===== src/include/wdt_pg_consts.vh =====
// constants shared by the supervisory watchdog and power-good logic
`ifndef WDT_PG_CONSTS_VH
`define WDT_PG_CONSTS_VH

// clock and timing figures, times in ns
`define CLK_PERIOD_NS       4
`define DEGLITCH_TIME_NS    180000
`define FIX_DELAY_TIME_NS   248000
`define TICK_LO_TIME_NS     500
`define TICK_HI_TIME_NS     2500
`define TICK_LO_CYCLES      (`TICK_LO_TIME_NS / `CLK_PERIOD_NS)
`define TICK_HI_CYCLES      (`TICK_HI_TIME_NS / `CLK_PERIOD_NS)
`define TIMER_WIDTH         16
`define PRESC_WIDTH         10

// window arithmetic, all in 28-bit tick units
`define CALC_WIDTH          28
`define INIT_WINDOWS        28'h0000008
`define HALF_DIV            28'h0000002
`define NINTH_DIV           28'h0000009
`define OPEN_NINTHS         28'h0000008
`define HOLD_DIV            28'h0000005

// register map (byte addresses)
`define ADDR_WIDTH          12
`define REG_CTRL_OFS        12'h000
`define REG_PERIOD_OFS      12'h004
`define REG_STATUS_OFS      12'h008
`define CTRL_CAP_BIT        0
`define CTRL_RST            1'b0
`define PERIOD_WIDTH        18
`define PERIOD_RST          18'h04E20
`define HTRANS_ACTIVE_BIT   1

// status field positions
`define ST_PG_BIT           0
`define ST_FAULT_BIT        1
`define ST_WD_RUN_BIT       2
`define ST_WD_STATE_LSB     3
`define ST_REG_ON_BIT       6
`define ST_PG_PIN_BIT       7
`define ST_FAULT_PIN_BIT    8
`define ST_PG_STATE_LSB     9

// synchroniser lanes
`define SYNC_WIDTH          12
`define SI_ENABLE           0
`define SI_LOCKOUT          1
`define SI_OVERTEMP         2
`define SI_OUT_GOOD         3
`define SI_DELAY_CMP        4
`define SI_TYPE_SEL         5
`define SI_RANGE_SEL        6
`define SI_RATIO_SEL        7
`define SI_SERVICE          8
`define SI_WATCHDOG_ENABLE_N_N          9
`define SI_PG_PIN           10
`define SI_FAULT_PIN        11

`endif


===== src/hdl/pin_sync.v =====
// three-stage input synchroniser with agreement filter
`timescale 1ns/1ps
module pin_sync #(
	parameter WIDTH = 1
) (
	input  wire             hclk,
	input  wire             hresetn,
	input  wire [WIDTH-1:0] async_in,
	output wire [WIDTH-1:0] sync_out
);
	reg [WIDTH-1:0] s1_ff;
	reg [WIDTH-1:0] s2_ff;
	reg [WIDTH-1:0] s3_ff;
	reg [WIDTH-1:0] stable_ff;
	wire [WIDTH-1:0] nxt_stable;

	// a bit changes only once stages two and three agree
	assign nxt_stable = (s2_ff & s3_ff) | (stable_ff & (s2_ff | s3_ff));
	assign sync_out = stable_ff;

	always @(posedge hclk or negedge hresetn) begin
		if (!hresetn) begin
			s1_ff <= {WIDTH{1'b0}};
			s2_ff <= {WIDTH{1'b0}};
			s3_ff <= {WIDTH{1'b0}};
			stable_ff <= {WIDTH{1'b0}};
		end else begin
			s1_ff <= async_in;
			s2_ff <= s1_ff;
			s3_ff <= s2_ff;
			stable_ff <= nxt_stable;
		end
	end
endmodule


===== src/hdl/cycle_timer.v =====
// restartable cycle counter that flags when its limit is reached
`timescale 1ns/1ps
module cycle_timer #(
	parameter             WIDTH = 16,
	parameter [WIDTH-1:0] LIMIT = {WIDTH{1'b1}}
) (
	input  wire hclk,
	input  wire hresetn,
	input  wire run,
	output wire done
);
	reg  [WIDTH-1:0] count_ff;
	wire [WIDTH-1:0] nxt_count;

	assign done = (count_ff == LIMIT);
	// dropping run restarts the count from zero
	assign nxt_count = !run ? {WIDTH{1'b0}} : (done ? count_ff : count_ff + 1'b1);

	always @(posedge hclk or negedge hresetn) begin
		if (!hresetn) begin
			count_ff <= {WIDTH{1'b0}};
		end else begin
			count_ff <= nxt_count;
		end
	end
endmodule


===== src/hdl/window_watchdog_power_good.v =====
// power-good sequencer and window/standard watchdog with AHB-Lite registers
//
// How it works
// - enable high runs everything, low holds off
// - supply good rises only after full delay
// - supply good drops after deglitch, short dips ignored
// - delay ends when capacitor comparator trips
// - no capacitor selects fixed default delay
// - lockout shuts off, recovery repeats full sequence
// - overtemp off until trip comparator releases
// - type select low window, high standard
// - range select high gives five-times window
// - window is resistor ohms times tick time
// - first open window lasts eight windows
// - ratio low splits window half and half
// - ratio high makes open eight ninths
// - fault on closed service or missed open
// - valid service restarts count, starts closed window in window mode
// - fault pulls output low twenty percent window
// - watchdog runs only enabled and supply good
`timescale 1ns/1ps
`include "wdt_pg_consts.vh"
module window_watchdog_power_good #(
	parameter DEGLITCH_CYCLES  = (`DEGLITCH_TIME_NS + `CLK_PERIOD_NS - 1) / `CLK_PERIOD_NS,
	parameter FIX_DELAY_CYCLES = (`FIX_DELAY_TIME_NS + `CLK_PERIOD_NS - 1) / `CLK_PERIOD_NS
) (
	input  wire        hclk,
	input  wire        hresetn,
	input  wire        hsel,
	input  wire [31:0] haddr,
	input  wire [1:0]  htrans,
	input  wire        hwrite,
	input  wire [2:0]  hsize,
	input  wire [31:0] hwdata,
	input  wire        hready,
	output wire        hreadyout,
	output wire        hresp,
	output wire [31:0] hrdata,
	input  wire        enable,
	input  wire        low_input_lockout,
	input  wire        overtemp_trip,
	input  wire        output_above_threshold,
	input  wire        delay_threshold_cmp,
	output wire        delay_charge_en,
	output wire        regulator_on,
	input  wire        watchdog_type_select,
	input  wire        period_range_select,
	input  wire        window_ratio_select,
	input  wire        service_input,
	input  wire        watchdog_enable_n,
	input  wire        supply_good_flag_in,
	output wire        supply_good_flag_out,
	output wire        supply_good_flag_oe_n,
	input  wire        fault_output_n_in,
	output wire        fault_output_n_out,
	output wire        fault_output_n_oe_n
);
	localparam PG_OFF    = 3'h0;
	localparam PG_LOW    = 3'h1;
	localparam PG_DELAY  = 3'h2;
	localparam PG_HIGH   = 3'h3;
	localparam PG_GLITCH = 3'h4;

	localparam WD_OFF    = 3'h0;
	localparam WD_INIT   = 3'h1;
	localparam WD_CLOSED = 3'h2;
	localparam WD_OPEN   = 3'h3;
	localparam WD_HOLD   = 3'h4;

	localparam integer            PRESC_LO_N      = `TICK_LO_CYCLES - 1;
	localparam integer            PRESC_HI_N      = `TICK_HI_CYCLES - 1;
	// narrowed on purpose: a count above the timer range would wrap, keep overrides small
	localparam [`TIMER_WIDTH-1:0] DEGLITCH_LIMIT  = DEGLITCH_CYCLES[`TIMER_WIDTH-1:0];
	localparam [`TIMER_WIDTH-1:0] FIX_DELAY_LIMIT = FIX_DELAY_CYCLES[`TIMER_WIDTH-1:0];
	localparam [`PRESC_WIDTH-1:0] PRESC_LO_LAST   = PRESC_LO_N[`PRESC_WIDTH-1:0];
	localparam [`PRESC_WIDTH-1:0] PRESC_HI_LAST   = PRESC_HI_N[`PRESC_WIDTH-1:0];

	// ---- synchronised pins
	wire [`SYNC_WIDTH-1:0] pins_async;
	wire [`SYNC_WIDTH-1:0] pins_s;

	assign pins_async[`SI_ENABLE]    = enable;
	assign pins_async[`SI_LOCKOUT]   = low_input_lockout;
	assign pins_async[`SI_OVERTEMP]  = overtemp_trip;
	assign pins_async[`SI_OUT_GOOD]  = output_above_threshold;
	assign pins_async[`SI_DELAY_CMP] = delay_threshold_cmp;
	assign pins_async[`SI_TYPE_SEL]  = watchdog_type_select;
	assign pins_async[`SI_RANGE_SEL] = period_range_select;
	assign pins_async[`SI_RATIO_SEL] = window_ratio_select;
	assign pins_async[`SI_SERVICE]   = service_input;
	assign pins_async[`SI_WATCHDOG_ENABLE_N_N]   = watchdog_enable_n;
	assign pins_async[`SI_PG_PIN]    = supply_good_flag_in;
	assign pins_async[`SI_FAULT_PIN] = fault_output_n_in;

	pin_sync #(
		.WIDTH    (`SYNC_WIDTH)
	) u_pin_sync (
		.hclk     (hclk),
		.hresetn  (hresetn),
		.async_in (pins_async),
		.sync_out (pins_s)
	);

	// ---- register file over AHB-Lite
	reg                     cap_fitted_ff;
	reg [`PERIOD_WIDTH-1:0] period_ff;
	reg                     wr_pend_ff;
	reg [`ADDR_WIDTH-1:0]   wr_addr_ff;
	reg [31:0]              hrdata_ff;
	reg                     nxt_cap_fitted;
	reg [`PERIOD_WIDTH-1:0] nxt_period;
	reg [31:0]              nxt_rdata;
	wire                    addr_take;
	wire [31:0]             status_word;

	reg [2:0] pg_state_ff;
	reg [2:0] nxt_pg_state;
	reg [2:0] wd_state_ff;
	reg [2:0] nxt_wd_state;
	reg       pg_ff;
	reg       regulator_on_ff;
	reg       delay_charge_ff;
	reg       fault_drive_ff;

	assign addr_take = hsel & htrans[`HTRANS_ACTIVE_BIT] & hready;
	assign hreadyout = 1'b1;
	assign hresp = 1'b0;
	assign hrdata = hrdata_ff;

	assign status_word = {
		20'h00000,
		pg_state_ff,
		pins_s[`SI_FAULT_PIN],
		pins_s[`SI_PG_PIN],
		regulator_on_ff,
		wd_state_ff,
		(wd_state_ff != WD_OFF),
		fault_drive_ff,
		pg_ff
	};

	// write lands in the data phase; reads use the updated value to avoid a stale read
	always @* begin
		nxt_cap_fitted = cap_fitted_ff;
		nxt_period = period_ff;
		if (wr_pend_ff && (wr_addr_ff == `REG_CTRL_OFS)) begin
			nxt_cap_fitted = hwdata[`CTRL_CAP_BIT];
		end
		if (wr_pend_ff && (wr_addr_ff == `REG_PERIOD_OFS)) begin
			nxt_period = hwdata[`PERIOD_WIDTH-1:0];
		end
	end

	always @* begin
		case (haddr[`ADDR_WIDTH-1:0])
			`REG_CTRL_OFS: begin
				nxt_rdata = 32'h00000000;
				nxt_rdata[`CTRL_CAP_BIT] = nxt_cap_fitted;
			end
			`REG_PERIOD_OFS: begin
				nxt_rdata = {{(32-`PERIOD_WIDTH){1'b0}}, nxt_period};
			end
			`REG_STATUS_OFS: begin
				nxt_rdata = status_word;
			end
			default: begin
				nxt_rdata = 32'h00000000;
			end
		endcase
	end

	always @(posedge hclk or negedge hresetn) begin
		if (!hresetn) begin
			cap_fitted_ff <= `CTRL_RST;
			period_ff <= `PERIOD_RST;
			wr_pend_ff <= 1'b0;
			wr_addr_ff <= {`ADDR_WIDTH{1'b0}};
			hrdata_ff <= 32'h00000000;
		end else begin
			cap_fitted_ff <= nxt_cap_fitted;
			period_ff <= nxt_period;
			wr_pend_ff <= addr_take & hwrite;
			if (addr_take) begin
				wr_addr_ff <= haddr[`ADDR_WIDTH-1:0];
			end
			if (addr_take && !hwrite) begin
				hrdata_ff <= nxt_rdata;
			end
		end
	end

	// ---- power-good sequencer
	wire run_ok;
	wire out_good;
	wire fix_done;
	wire glitch_done;
	wire delay_over;

	assign run_ok = pins_s[`SI_ENABLE] & ~pins_s[`SI_LOCKOUT] & ~pins_s[`SI_OVERTEMP];
	assign out_good = pins_s[`SI_OUT_GOOD];

	cycle_timer #(
		.WIDTH   (`TIMER_WIDTH),
		.LIMIT   (FIX_DELAY_LIMIT)
	) u_fix_delay (
		.hclk    (hclk),
		.hresetn (hresetn),
		.run     (pg_state_ff == PG_DELAY),
		.done    (fix_done)
	);

	cycle_timer #(
		.WIDTH   (`TIMER_WIDTH),
		.LIMIT   (DEGLITCH_LIMIT)
	) u_deglitch (
		.hclk    (hclk),
		.hresetn (hresetn),
		.run     (pg_state_ff == PG_GLITCH),
		.done    (glitch_done)
	);

	assign delay_over = cap_fitted_ff ? pins_s[`SI_DELAY_CMP] : fix_done;

	always @* begin
		nxt_pg_state = pg_state_ff;
		case (pg_state_ff)
			PG_OFF: begin
				nxt_pg_state = PG_LOW;
			end
			PG_LOW: begin
				if (out_good) begin
					nxt_pg_state = PG_DELAY;
				end
			end
			PG_DELAY: begin
				if (!out_good) begin
					nxt_pg_state = PG_LOW;
				end else if (delay_over) begin
					nxt_pg_state = PG_HIGH;
				end
			end
			PG_HIGH: begin
				if (!out_good) begin
					nxt_pg_state = PG_GLITCH;
				end
			end
			PG_GLITCH: begin
				if (out_good) begin
					nxt_pg_state = PG_HIGH;
				end else if (glitch_done) begin
					nxt_pg_state = PG_LOW;
				end
			end
			default: begin
				nxt_pg_state = PG_OFF;
			end
		endcase
		if (!run_ok) begin
			nxt_pg_state = PG_OFF;
		end
	end

	always @(posedge hclk or negedge hresetn) begin
		if (!hresetn) begin
			pg_state_ff <= PG_OFF;
			pg_ff <= 1'b0;
			regulator_on_ff <= 1'b0;
			delay_charge_ff <= 1'b0;
		end else begin
			pg_state_ff <= nxt_pg_state;
			pg_ff <= (nxt_pg_state == PG_HIGH) | (nxt_pg_state == PG_GLITCH);
			regulator_on_ff <= run_ok;
			delay_charge_ff <= (nxt_pg_state == PG_DELAY);
		end
	end

	// capacitor is discharged whenever the delay is not running
	assign delay_charge_en = delay_charge_ff;
	assign regulator_on = regulator_on_ff;
	assign supply_good_flag_out = 1'b0;
	assign supply_good_flag_oe_n = pg_ff;

	// ---- watchdog
	reg  [`PRESC_WIDTH-1:0] presc_ff;
	reg  [23:0]             wcnt_ff;
	reg                     svc_prev_ff;
	reg                     clr_cnt;
	wire                    wd_run;
	wire                    window_mode;
	wire                    ratio_high;
	wire [`PRESC_WIDTH-1:0] presc_last;
	wire                    tick;
	wire                    svc_rise;
	wire [`CALC_WIDTH-1:0]  r_val;
	wire [`CALC_WIDTH-1:0]  c_val;
	wire                    end_init;
	wire                    end_closed;
	wire                    end_open;
	wire                    end_hold;

	assign wd_run = ~pins_s[`SI_WATCHDOG_ENABLE_N_N] & pg_ff & run_ok;
	// type select low is window mode
	assign window_mode = ~pins_s[`SI_TYPE_SEL];
	assign ratio_high = pins_s[`SI_RATIO_SEL];

	assign presc_last = pins_s[`SI_RANGE_SEL] ? PRESC_HI_LAST : PRESC_LO_LAST;
	assign tick = (presc_ff == presc_last);

	assign svc_rise = pins_s[`SI_SERVICE] & ~svc_prev_ff;

	assign r_val = {{(`CALC_WIDTH-`PERIOD_WIDTH){1'b0}}, period_ff};
	assign c_val = {{(`CALC_WIDTH-24){1'b0}}, wcnt_ff};

	assign end_init = (c_val >= r_val * `INIT_WINDOWS);
	assign end_closed = ratio_high ? (c_val * `NINTH_DIV >= r_val)
		: (c_val * `HALF_DIV >= r_val);
	assign end_open = !window_mode ? (c_val >= r_val)
		: (ratio_high ? (c_val * `NINTH_DIV >= r_val * `OPEN_NINTHS)
		: (c_val * `HALF_DIV >= r_val));
	assign end_hold = (c_val * `HOLD_DIV >= r_val);

	always @* begin
		nxt_wd_state = wd_state_ff;
		clr_cnt = 1'b0;
		case (wd_state_ff)
			WD_OFF: begin
				nxt_wd_state = WD_INIT;
			end
			WD_INIT: begin
				if (svc_rise) begin
					nxt_wd_state = window_mode ? WD_CLOSED : WD_OPEN;
				end else if (end_init) begin
					nxt_wd_state = WD_HOLD;
				end
			end
			WD_CLOSED: begin
				if (svc_rise) begin
					nxt_wd_state = WD_HOLD;
				end else if (end_closed) begin
					nxt_wd_state = WD_OPEN;
				end
			end
			WD_OPEN: begin
				if (svc_rise) begin
					nxt_wd_state = window_mode ? WD_CLOSED : WD_OPEN;
					clr_cnt = 1'b1;
				end else if (end_open) begin
					nxt_wd_state = WD_HOLD;
				end
			end
			WD_HOLD: begin
				if (end_hold) begin
					nxt_wd_state = WD_INIT;
				end
			end
			default: begin
				nxt_wd_state = WD_OFF;
			end
		endcase
		if (!wd_run) begin
			nxt_wd_state = WD_OFF;
		end
		if (nxt_wd_state != wd_state_ff) begin
			clr_cnt = 1'b1;
		end
	end

	always @(posedge hclk or negedge hresetn) begin
		if (!hresetn) begin
			wd_state_ff <= WD_OFF;
			presc_ff <= {`PRESC_WIDTH{1'b0}};
			wcnt_ff <= 24'h000000;
			svc_prev_ff <= 1'b0;
			fault_drive_ff <= 1'b0;
		end else begin
			wd_state_ff <= nxt_wd_state;
			svc_prev_ff <= pins_s[`SI_SERVICE];
			// window timing restarts cleanly at every state change
			if (clr_cnt || tick) begin
				presc_ff <= {`PRESC_WIDTH{1'b0}};
			end else begin
				presc_ff <= presc_ff + 1'b1;
			end
			if (clr_cnt) begin
				wcnt_ff <= 24'h000000;
			end else if (tick) begin
				wcnt_ff <= wcnt_ff + 1'b1;
			end
			fault_drive_ff <= (nxt_wd_state == WD_HOLD);
		end
	end

	assign fault_output_n_out = 1'b0;
	assign fault_output_n_oe_n = ~fault_drive_ff;
endmodule


===== config.mk =====
export PLATFORM = sky130hd
export DESIGN_NAME = window_watchdog_power_good
export DESIGN_NICKNAME = d
export VERILOG_FILES = /design/src/hdl/pin_sync.v /design/src/hdl/cycle_timer.v /design/src/hdl/window_watchdog_power_good.v
export VERILOG_INCLUDE_DIRS = /design/src /design/src/include
export SDC_FILE = /design/constraint.sdc
export NUM_CORES = 1
export LEC_CHECK = 0
export BUFFER_PORTS_ARGS = -buffer_cell sky130_fd_sc_hd__clkbuf_2
export CAP_MARGIN = 40
export CORE_AREA = 4 4 234 122
export DETAILED_ROUTE_END_ITERATION = 6
export DIE_AREA = 0 0 238 126
export PLACE_DENSITY_LB_ADDON = 0.3
export SLEW_MARGIN = 10
export SYNTH_ARGS = -nofsm -noshare
export SYNTH_HDL_FRONTEND = slang
export SYNTH_HIERARCHICAL = 1
export SYNTH_SLANG_ARGS = --single-unit

===== constraint.sdc =====
create_clock -name hclk -period 7.4 [get_ports hclk]
set_input_delay 0 -clock hclk [delete_from_list [all_inputs] [get_ports hclk]]
set_output_delay 0 -clock hclk [all_outputs]
set_load 0.02 [all_outputs]

# Word level (Yosys, flattened, before mapping)
# Cells that the tools add are included.
# totals
in_bits	86
wordCells	118
regBits	189
output_inout_bits	40
# op_classes
n_lt_le_gt_ge	6
mux	36
addsub	4
n_eq_ne	21
reduce_logical	11
bitwise_logic	18
n_mul	2
# op_table
op	n
two-way mux 16 bit	4
case mux 18 bit (3 select lines)	1
two-way mux 24 bit	2
two-way mux 3 bit	15
adder 16 x 1 -> 16 bit (second input constant)	2
equality test 16 bit (second input constant)	2
case mux 3 bit (5 select lines)	2
>= comparator 28 x 18 -> 1 bit	1
>= comparator 28 x 21 -> 1 bit	1
multiplier 24 x 4 -> 28 bit (second input constant)	1
>= comparator 27 x 18 -> 1 bit	1
multiplier 24 x 3 -> 27 bit (second input constant)	1
>= comparator 25 x 18 -> 1 bit	1
adder 24 x 1 -> 24 bit (second input constant)	1
AND 12 bit	2
equality test 12 x 3 -> 1 bit (second input constant)	2
>= comparator 24 x 18 -> 1 bit	1
>= comparator 24 x 21 -> 1 bit	1
zero test 12 bit	2
OR 12 bit	2
two-way mux 10 bit	2
equality test 3 x 2 -> 1 bit (second input constant)	6
two-way mux 18 bit	1
equality test 12 x 4 -> 1 bit (second input constant)	1
16 further kinds	43

# Longest topological paths before layout
# Gate-level depths: netlist of the first run.
# logic_depth
word_depth	12
depth_mapped	23
depth_no_buf	22

# Modules after synthesis
# Netlist of the first run, hierarchy kept.
# by_module_without_submodules
mod	instances	seq_area_each_um2	cells_each	area_each_um2
window_watchdog_power_good	1	2383.5	1111	9965.8
pin_sync	1	1201.2	60	1336.3
cycle_timer (u_fix_delay)	1	400.4	90	875.8
cycle_timer (u_deglitch)	1	400.4	86	872.1

# Worst setup path after synthesis of the first run
# No wires, ideal clock.
# synth_timing
path_type	register -> register
start	register wcnt_ff[4]
end	register presc_ff[0]
slack_ns	2.920
path_buffers	0
stages_incl_launch_ff	23
t_arrival_ns	4.368
synth_period_minus_slack_ns	4.480
setup_time_ns	0.111
path_cell_list	dfrtp_1 ha_1 ha_1 inv_1 fa_1 nor2b_1 o2111ai_1 a21oi_1 nor2b_1 o21bai_1 a21oi_1 xnor2_1 ha_1 o21ai_0 o21ai_0 o211ai_1 a21oi_1 a2bb2oi_1 a21oi_1 nand4b_1 o311a_2 mux2_4 a2111oi_2
# synth_via
elab_chain_cells	12
word_cells_on_any_way	24
# synth_rtl
element	line_no	source
start, declared	window_watchdog_power_good.v:285	reg [23:0] wcnt_ff;
start signal, assigned	window_watchdog_power_good.v:387	wcnt_ff <= wcnt_ff + 1'b1;
multiplier 24 x 4 -> 28 bit (no source line)	--	
>= comparator 28 x 21 -> 1 bit (no source line)	--	
two-way mux 1 bit	window_watchdog_power_good.v:318	: (ratio_high ? (c_val * `NINTH_DIV >= r_val * `OPEN_NINTHS)
two-way mux 1 bit	window_watchdog_power_good.v:317	assign end_open = !window_mode ? (c_val >= r_val)
two-way mux 3 bit	window_watchdog_power_good.v:347	end else if (end_open) begin
two-way mux 3 bit	window_watchdog_power_good.v:344	if (svc_rise) begin
case mux 3 bit (5 select lines) (*)	window_watchdog_power_good.v:325	case (wd_state_ff)
two-way mux 3 bit (*)	window_watchdog_power_good.v:360	if (!wd_run) begin
!= test 3 bit (*)	window_watchdog_power_good.v:363	if (nxt_wd_state != wd_state_ff) begin
two-way mux 1 bit (*)	window_watchdog_power_good.v:363	
logical OR 1 bit (*)	window_watchdog_power_good.v:379	if (clr_cnt || tick) begin
two-way mux 10 bit (*)	window_watchdog_power_good.v:379	
end signal, assigned	window_watchdog_power_good.v:371	presc_ff <= {`PRESC_WIDTH{1'b0}};
end signal, assigned	window_watchdog_power_good.v:380	presc_ff <= {`PRESC_WIDTH{1'b0}};
end signal, assigned	window_watchdog_power_good.v:382	presc_ff <= presc_ff + 1'b1;
end, declared	window_watchdog_power_good.v:284	reg [`PRESC_WIDTH-1:0] presc_ff;
# Every way passes the cells marked *; elsewhere a longest branch is shown, timed or not.
# A chain may end at the register's enable or synchronous reset.

# Final worst setup path of the first run
# Same ends and word-level chain as after synthesis.

==> results.cfg, run 1 <==
[run_status]
status = finished, final reports clean

[logic_synthesis]
synth_area_leaders = dfrtp_1, ha_1, a21oi_1
synthDistinctLibCells = 81
synth_common_cells = ha_1, dfrtp_1, a21oi_1
synth_edf_count = 0
synth.yosys.warnings = 6
synth.most_common_cell = ha_1
seq_area_frac_synth_pct = 33.6
syn_inst = 1347
synth_top_area_cell = dfrtp_1
synth.avg_cell_area_um2 = 9.69
synth_top_area_share_pct = 32.6
ys_ff_latch = 175
netlist_area_um2 = 13100
synth_top_flop_cell = dfrtp_1
async_flop_share_pct = 100

[global_routing]
grt_pass1_vias = 10800
grt.overflow.total = 0
grt_max_degree = 93
antenna_found_initial = 0
grt_pass1_wl_um = 55600
grt_usage_pct = 22.5

[critical_path]
critPathCaptureType = flop
rrSetupSlack_ns = 1.59
r2r-end = presc_ff[0]$_DFF_PN0_
cp.required_ns = 7.73
startpoint_type = flop
arrival_ns = 6.14
reg2reg_depth = 22
crit-reg2reg-launch = wcnt_ff[4]$_DFFE_PN0P_
critPathKind = reg2reg
crit_fanout = 34

[floorplan]
rows = 42
num_io_pins = 126
die_h_um = 126
fp.dieArea_um2 = 30000
dieWidth_um = 238
initial_core_util_pct = 49.8
core_um2 = 26200

[pwr]
switching_share_pct = 28.6
intPower_mw = 1.62
combinationalPowerShare_pct = 13.1
max-vdd-ir-drop_mv = 0.128
leakagePower_nw = 7.15
seq_power_share_pct = 47.9
p_per_area_nw_per_um2 = 153
p_clk_share_pct = 39.0
switchingPower_mw = 0.648

[place]
hpwl_um = 23900
place_area_um2 = 13700
place_congestion = 0.918
io_buffers = 69

[sta]
setup_violations = 0
slew-limit-headroom_pct = 48.1
rsz0062_at_grt = no
post-route-period-util_pct = 78.5
finalClockSkew_ns = 0.0122
fin_crit_ns = 5.81
worst_pin_slew_ns = 0.779
fmax_ghz = 0.172
hold_viol = 0
slew_violations = 0
finalSetupTns_ns = 0

[cts]
cts_tree = done
path_clk_slew_ns = 0.07
post_cts_resize_count = 0
clk_latency_ns = 0.44
cts_htree_levels = 4
clock_sinks = 175
numCtsBuffers = 17
cts_max_path_buffers = 2
cts-root-buf = clkbuf_16

[final_layout]
fillers = 2189
layout.nets = 1738
final_util_pct = 56.4
n_antenna_cell = 0
area_delta_synth_final_pct = 13.4
finalInstanceArea_um2 = 14800
drive_above_1_share_pct = 13.7

[drt]
vias = 10700
postRouteAntennaNets = 0
vias_per_cell = 5.88
drt_iter0_drc = 779
first_pass_iters = 5
drc = 0
avgRoutedWirePerCell_um = 18.3
wl_um = 33300

[hold_path]
hp-class = in2async

[run]
max-cap-violations = 0
[power groups by stage]
stage                     Clock, mW  Combinational, mW  Sequential [mW]
after floorplan                   0              0.176             1.10
after global placement            0              0.260             1.10
after detailed placement          0              0.275             1.10
after CTS                     0.899              0.295             1.08
after global routing          0.948              0.333             1.09
final                         0.883              0.296             1.08
[layout make-up]
class | count | area (um2) | share of cell area [%]
multi-input cells | 1073 | 8220 | 55.6
flip-flops and latches | 175 | 4390 | 29.6
repair buffers | 126 | 936 | 6.33
clock buffers | 19 | 443 | 2.99
well taps | 352 | 440 | 2.98
inverters | 61 | 229 | 1.55
clock inverters | 13 | 141 | 0.956
[cell usage in the layout (no fill, tap or decap), types with 43 or more instances in the layout]
cell	instances
ha_1	196
dfrtp_1	170
a21oi_1	92
nand2_1	88
nor2_1	71
clkbuf_2	68
o21ai_0	67
inv_1	60
dlygate4sd3_1	45
nand3_1	43
[metrics by stage]
step | setup slack [ns] | instances | total power [mW] | hold slack, ns
finish | 1.59 | 1819 | 2.26 | 0.131
floorplan | 2.92 | 1363 | 1.27 | -0.296
global route | 1.24 | 1819 | 2.37 | 0.190
global placement | 1.60 | 1738 | 1.36 | 0.108
CTS | 1.66 | 1818 | 2.28 | 0.153
detailed placement | 1.70 | 1741 | 1.38 | -0.145
[logic make-up (layout without fill, tap and decap cells)]
family,after synthesis,in the layout,share of synthesized area [%]
and+or+nand+nor,397,397,16.3
AOI/OAI and AO/OA,330,330,17.2
adders and majority gates,210,210,20.1
DFF,175,175,33.6
buffers and inverters,115,219,4.02
xor gates and xnor gates,73,73,4.90
muxes,45,45,3.78
other,2,18,0.0575
[sequential cells by signal, summed over array words and instances, names as in the netlist, 3 cells and up]
register / count
u_pin_sync/s3_ff: 12
pg_state_ff: 3
wcnt_ff: 24
u_pin_sync/sync_out: 12
wd_state_ff: 3
u_fix_delay/count_ff: 16
hrdata: 18
u_pin_sync/s2_ff: 12
wr_addr_ff: 12
period_ff: 18
presc_ff: 10
u_pin_sync/s1_ff: 12
u_deglitch/count_ff: 16
[critical path: stages, from the launching register on]
cell       delay, ns
dfrtp_1         0.54
ha_1            0.36
ha_1            0.19
inv_1           0.06
fa_1            0.42
nor2b_1         0.19
o2111ai_1       0.26
a21oi_1         0.28
nor2b_1         0.10
o21bai_1        0.13
a21oi_1         0.09
xnor2_1         0.26
ha_1            0.30
o21ai_0         0.14
o21ai_0         0.10
o211ai_1        0.10
a21oi_1         0.13
a2bb2oi_1       0.15
a21oi_1         0.15
nand4b_1        0.34
o311a_2         0.50
mux2_4          0.49
a2111oi_2       0.41
[per-layer routing]
layer	GRT usage, %	routed length, um	up-vias
met2	37.4	15700	276
li1	-	-	5161
met4	5.52	537	0
met5	0	0	-
met1	31.1	15400	5208
met3	3.60	1710	50
[how the worst max path moves through the flow]
stage                                 startpoint               endpoint  depth (start not counted)
final                     wcnt_ff[4]$_DFFE_PN0P_  presc_ff[0]$_DFF_PN0_                         22
after global routing      wcnt_ff[3]$_DFFE_PN0P_  presc_ff[0]$_DFF_PN0_                         22
after CTS                 wcnt_ff[4]$_DFFE_PN0P_  presc_ff[0]$_DFF_PN0_                         22
after detailed placement  wcnt_ff[3]$_DFFE_PN0P_  presc_ff[0]$_DFF_PN0_                         22
after global placement    wcnt_ff[3]$_DFFE_PN0P_  presc_ff[1]$_DFF_PN0_                         20
after floorplan           wcnt_ff[4]$_DFFE_PN0P_  presc_ff[0]$_DFF_PN0_                         22
[what timing repair did]
item / in CTS / in global routing
setup buffers: 0 / 0
hold endpoints to repair: 152 / 0
endpoints found under the setup margin: 0 / 0
hold buffers: 45 / 0
(Power assumes the default switching activity.)
==> run 2: changes to the inputs <==
- clock period: 7.4 -> 5.66 ns (I/O delays scaled with it)
==> results.cfg, run 2 (synthesized netlist as in run 1, its figures left out) <==
[pwr]
switchingPower_mw = 0.866
max-vdd-ir-drop_mv = 0.187
switching_share_pct = 28.7
combinationalPowerShare_pct = 13.2
p_clk_share_pct = 39.9
seq_power_share_pct = 46.9
leakagePower_nw = 7.33
intPower_mw = 2.15
p_per_area_nw_per_um2 = 200

[drt]
first_pass_iters = 5
avgRoutedWirePerCell_um = 18.8
drt_iter0_drc = 836
vias_per_cell = 5.90
drc = 0
vias = 10900
postRouteAntennaNets = 0
wl_um = 34800

[cts]
clk_latency_ns = 0.44
numCtsBuffers = 17
cts-root-buf = clkbuf_16
cts_htree_levels = 4
cts_tree = done
path_clk_slew_ns = 0.08
clock_sinks = 175
cts_max_path_buffers = 2

[final_layout]
final_common_cell = ha_1
n_antenna_cell = 0
drive_above_1_share_pct = 15.7
multi_input_area_um2 = 8230
ff_latch_area_um2 = 4390
largest_reg_flops = 24
area_delta_synth_final_pct = 15.7
layout.nets = 1769
mostFrequentLayoutCells = ha_1, dfrtp_1, a21oi_1, nand2_1, nor2_1
fillers = 2221
largest-register = wcnt_ff

[hold_path]
hp-class = in2async

[critical_path]
startpoint_type = flop
critPathCaptureType = flop
crit_fanout = 9
r2r-end = presc_ff[0]$_DFF_PN0_
reg2reg_depth = 22
crit_path_frequent_cell = a21oi_1
slowest_stage = or4b_1
crit-reg2reg-launch = wcnt_ff[1]$_DFFE_PN0P_
crit_buf_inv = 2
critPathTopFamily = compound AO/OA/AOI/OAI gates
arrival_ns = 5.75
path_cells = ha_1 -> ha_1 -> inv_1 -> fa_1 -> nor2b_1 -> o2111ai_1 -> a21oi_1 -> nor2b_1 -> o21bai_1 -> a21oi_1 -> xnor2_2 -> ha_1 -> a21oi_1 -> nor2b_1 -> o21ai_0 -> o2111ai_1 -> a21oi_1 -> or4b_1 -> o211ai_1 -> o2111ai_4 -> buf_4 -> a2111oi_2
cp.required_ns = 5.97
rrSetupSlack_ns = 0.23
max_stage_delay_ns = 0.59
critPathKind = reg2reg

[place]
place_congestion = 0.956
io_buffers = 69
hpwl_um = 25700

[global_routing]
grt_max_degree = 85
grt_pass1_wl_um = 56200
antenna_found_initial = 0
grt_usage_pct = 23.2
grt_pass1_vias = 10800
grt.overflow.total = 0

[run]
max-cap-violations = 0

[sta]
fin_crit_ns = 5.43
finalSetupTns_ns = 0
hold_viol = 0
fmax_ghz = 0.184
finalClockSkew_ns = 0.0162
setup_violations = 0
hold_ws_ns = 0.155
worst_pin_slew_ns = 0.688
slew-limit-headroom_pct = 53.7
slew_violations = 0
post-route-period-util_pct = 96.0
rsz0062_at_grt = no

[floorplan]
dieWidth_um = 238
num_io_pins = 126
rows = 42
fp.dieArea_um2 = 30000
core_um2 = 26200
die_h_um = 126
initial_core_util_pct = 49.8

[run_status]
status = finished, final reports clean
==> run 2: cell count changes in the layout (fill, tap and decap cells not counted), sizes merged <==
| cell | before | now |
|---|---|---|
| buf | 13 | 44 |
| clkinvlp | 0 | 1 |
| inv | 68 | 67 |
| bufinv | 0 | 1 |
| clkbuf | 87 | 86 |
==> run 2: worst max-delay path by stage <==
stage	startpoint	end	cells past startpoint
4_1_cts	wcnt_ff[3]$_DFFE_PN0P_	wcnt_ff[6]$_DFFE_PN0P_	23
3_3_place_gp	wcnt_ff[3]$_DFFE_PN0P_	wcnt_ff[9]$_DFFE_PN0P_	23
5_1_grt	wcnt_ff[1]$_DFFE_PN0P_	presc_ff[0]$_DFF_PN0_	19
2_1_floorplan	wcnt_ff[4]$_DFFE_PN0P_	presc_ff[0]$_DFF_PN0_	22
6_report	wcnt_ff[1]$_DFFE_PN0P_	presc_ff[0]$_DFF_PN0_	22
3_5_place_dp	wcnt_ff[3]$_DFFE_PN0P_	presc_ff[0]$_DFF_PN0_	22
==> run 2: metrics by stage <==
stage | instances | util [%] | area (um2) | power (mW) | setup WS, ns
final | 1850 | 57.6 | 15100 | 3.02 | 0.227
after global routing | 1850 | 57.6 | 15100 | 3.17 | 0.00555
after CTS | 1849 | 57.5 | 15100 | 3.04 | 0.221
after detailed placement | 1772 | 53.4 | 14000 | 1.81 | 0.247
after global placement | 1767 | 53.1 | 13900 | 1.78 | 0.322
after floorplan | 1363 | - | 13100 | 1.67 | 1.18
==> run 2: layout make-up <==
type	count	area share, %
Inverter	61	1.52
Timing Repair Buffer	157	7.85
Clock buffer	18	2.84
Multi-Input combinational cell	1073	54.6
Tap cell	352	2.92
Sequential cell	175	29.1
Clock inverter	14	1.26
==> run 2: tightest hold or removal path: stages <==
cell           delay [ns]
dlygate4sd3_1        0.56
buf_6                0.12
buf_16               0.33
==> run 2: routing by layer <==
metal	routed length (um)	global-route usage (%)
met5	0	0
met4	928	8.66
met3	1830	4.02
met2	16400	38.3
met1	15600	30.9
==> run 2: repair_timing <==
action | CTS | global route
setup buffers | 0 | 1
endpoints found under the hold margin | 143 | 0
endpoints found under the setup margin | 0 | 34
hold buffers | 45 | 0
gates resized for setup | 0 | 5
==> run 2: power by group through the flow <==
stage | Sequential [mW] | Clock (mW) | Combinational [mW]
floorplan | 1.44 | 0 | 0.230
global placement | 1.43 | 0 | 0.348
detailed placement | 1.44 | 0 | 0.371
CTS | 1.42 | 1.22 | 0.398
global route | 1.43 | 1.29 | 0.448
finish | 1.42 | 1.21 | 0.399
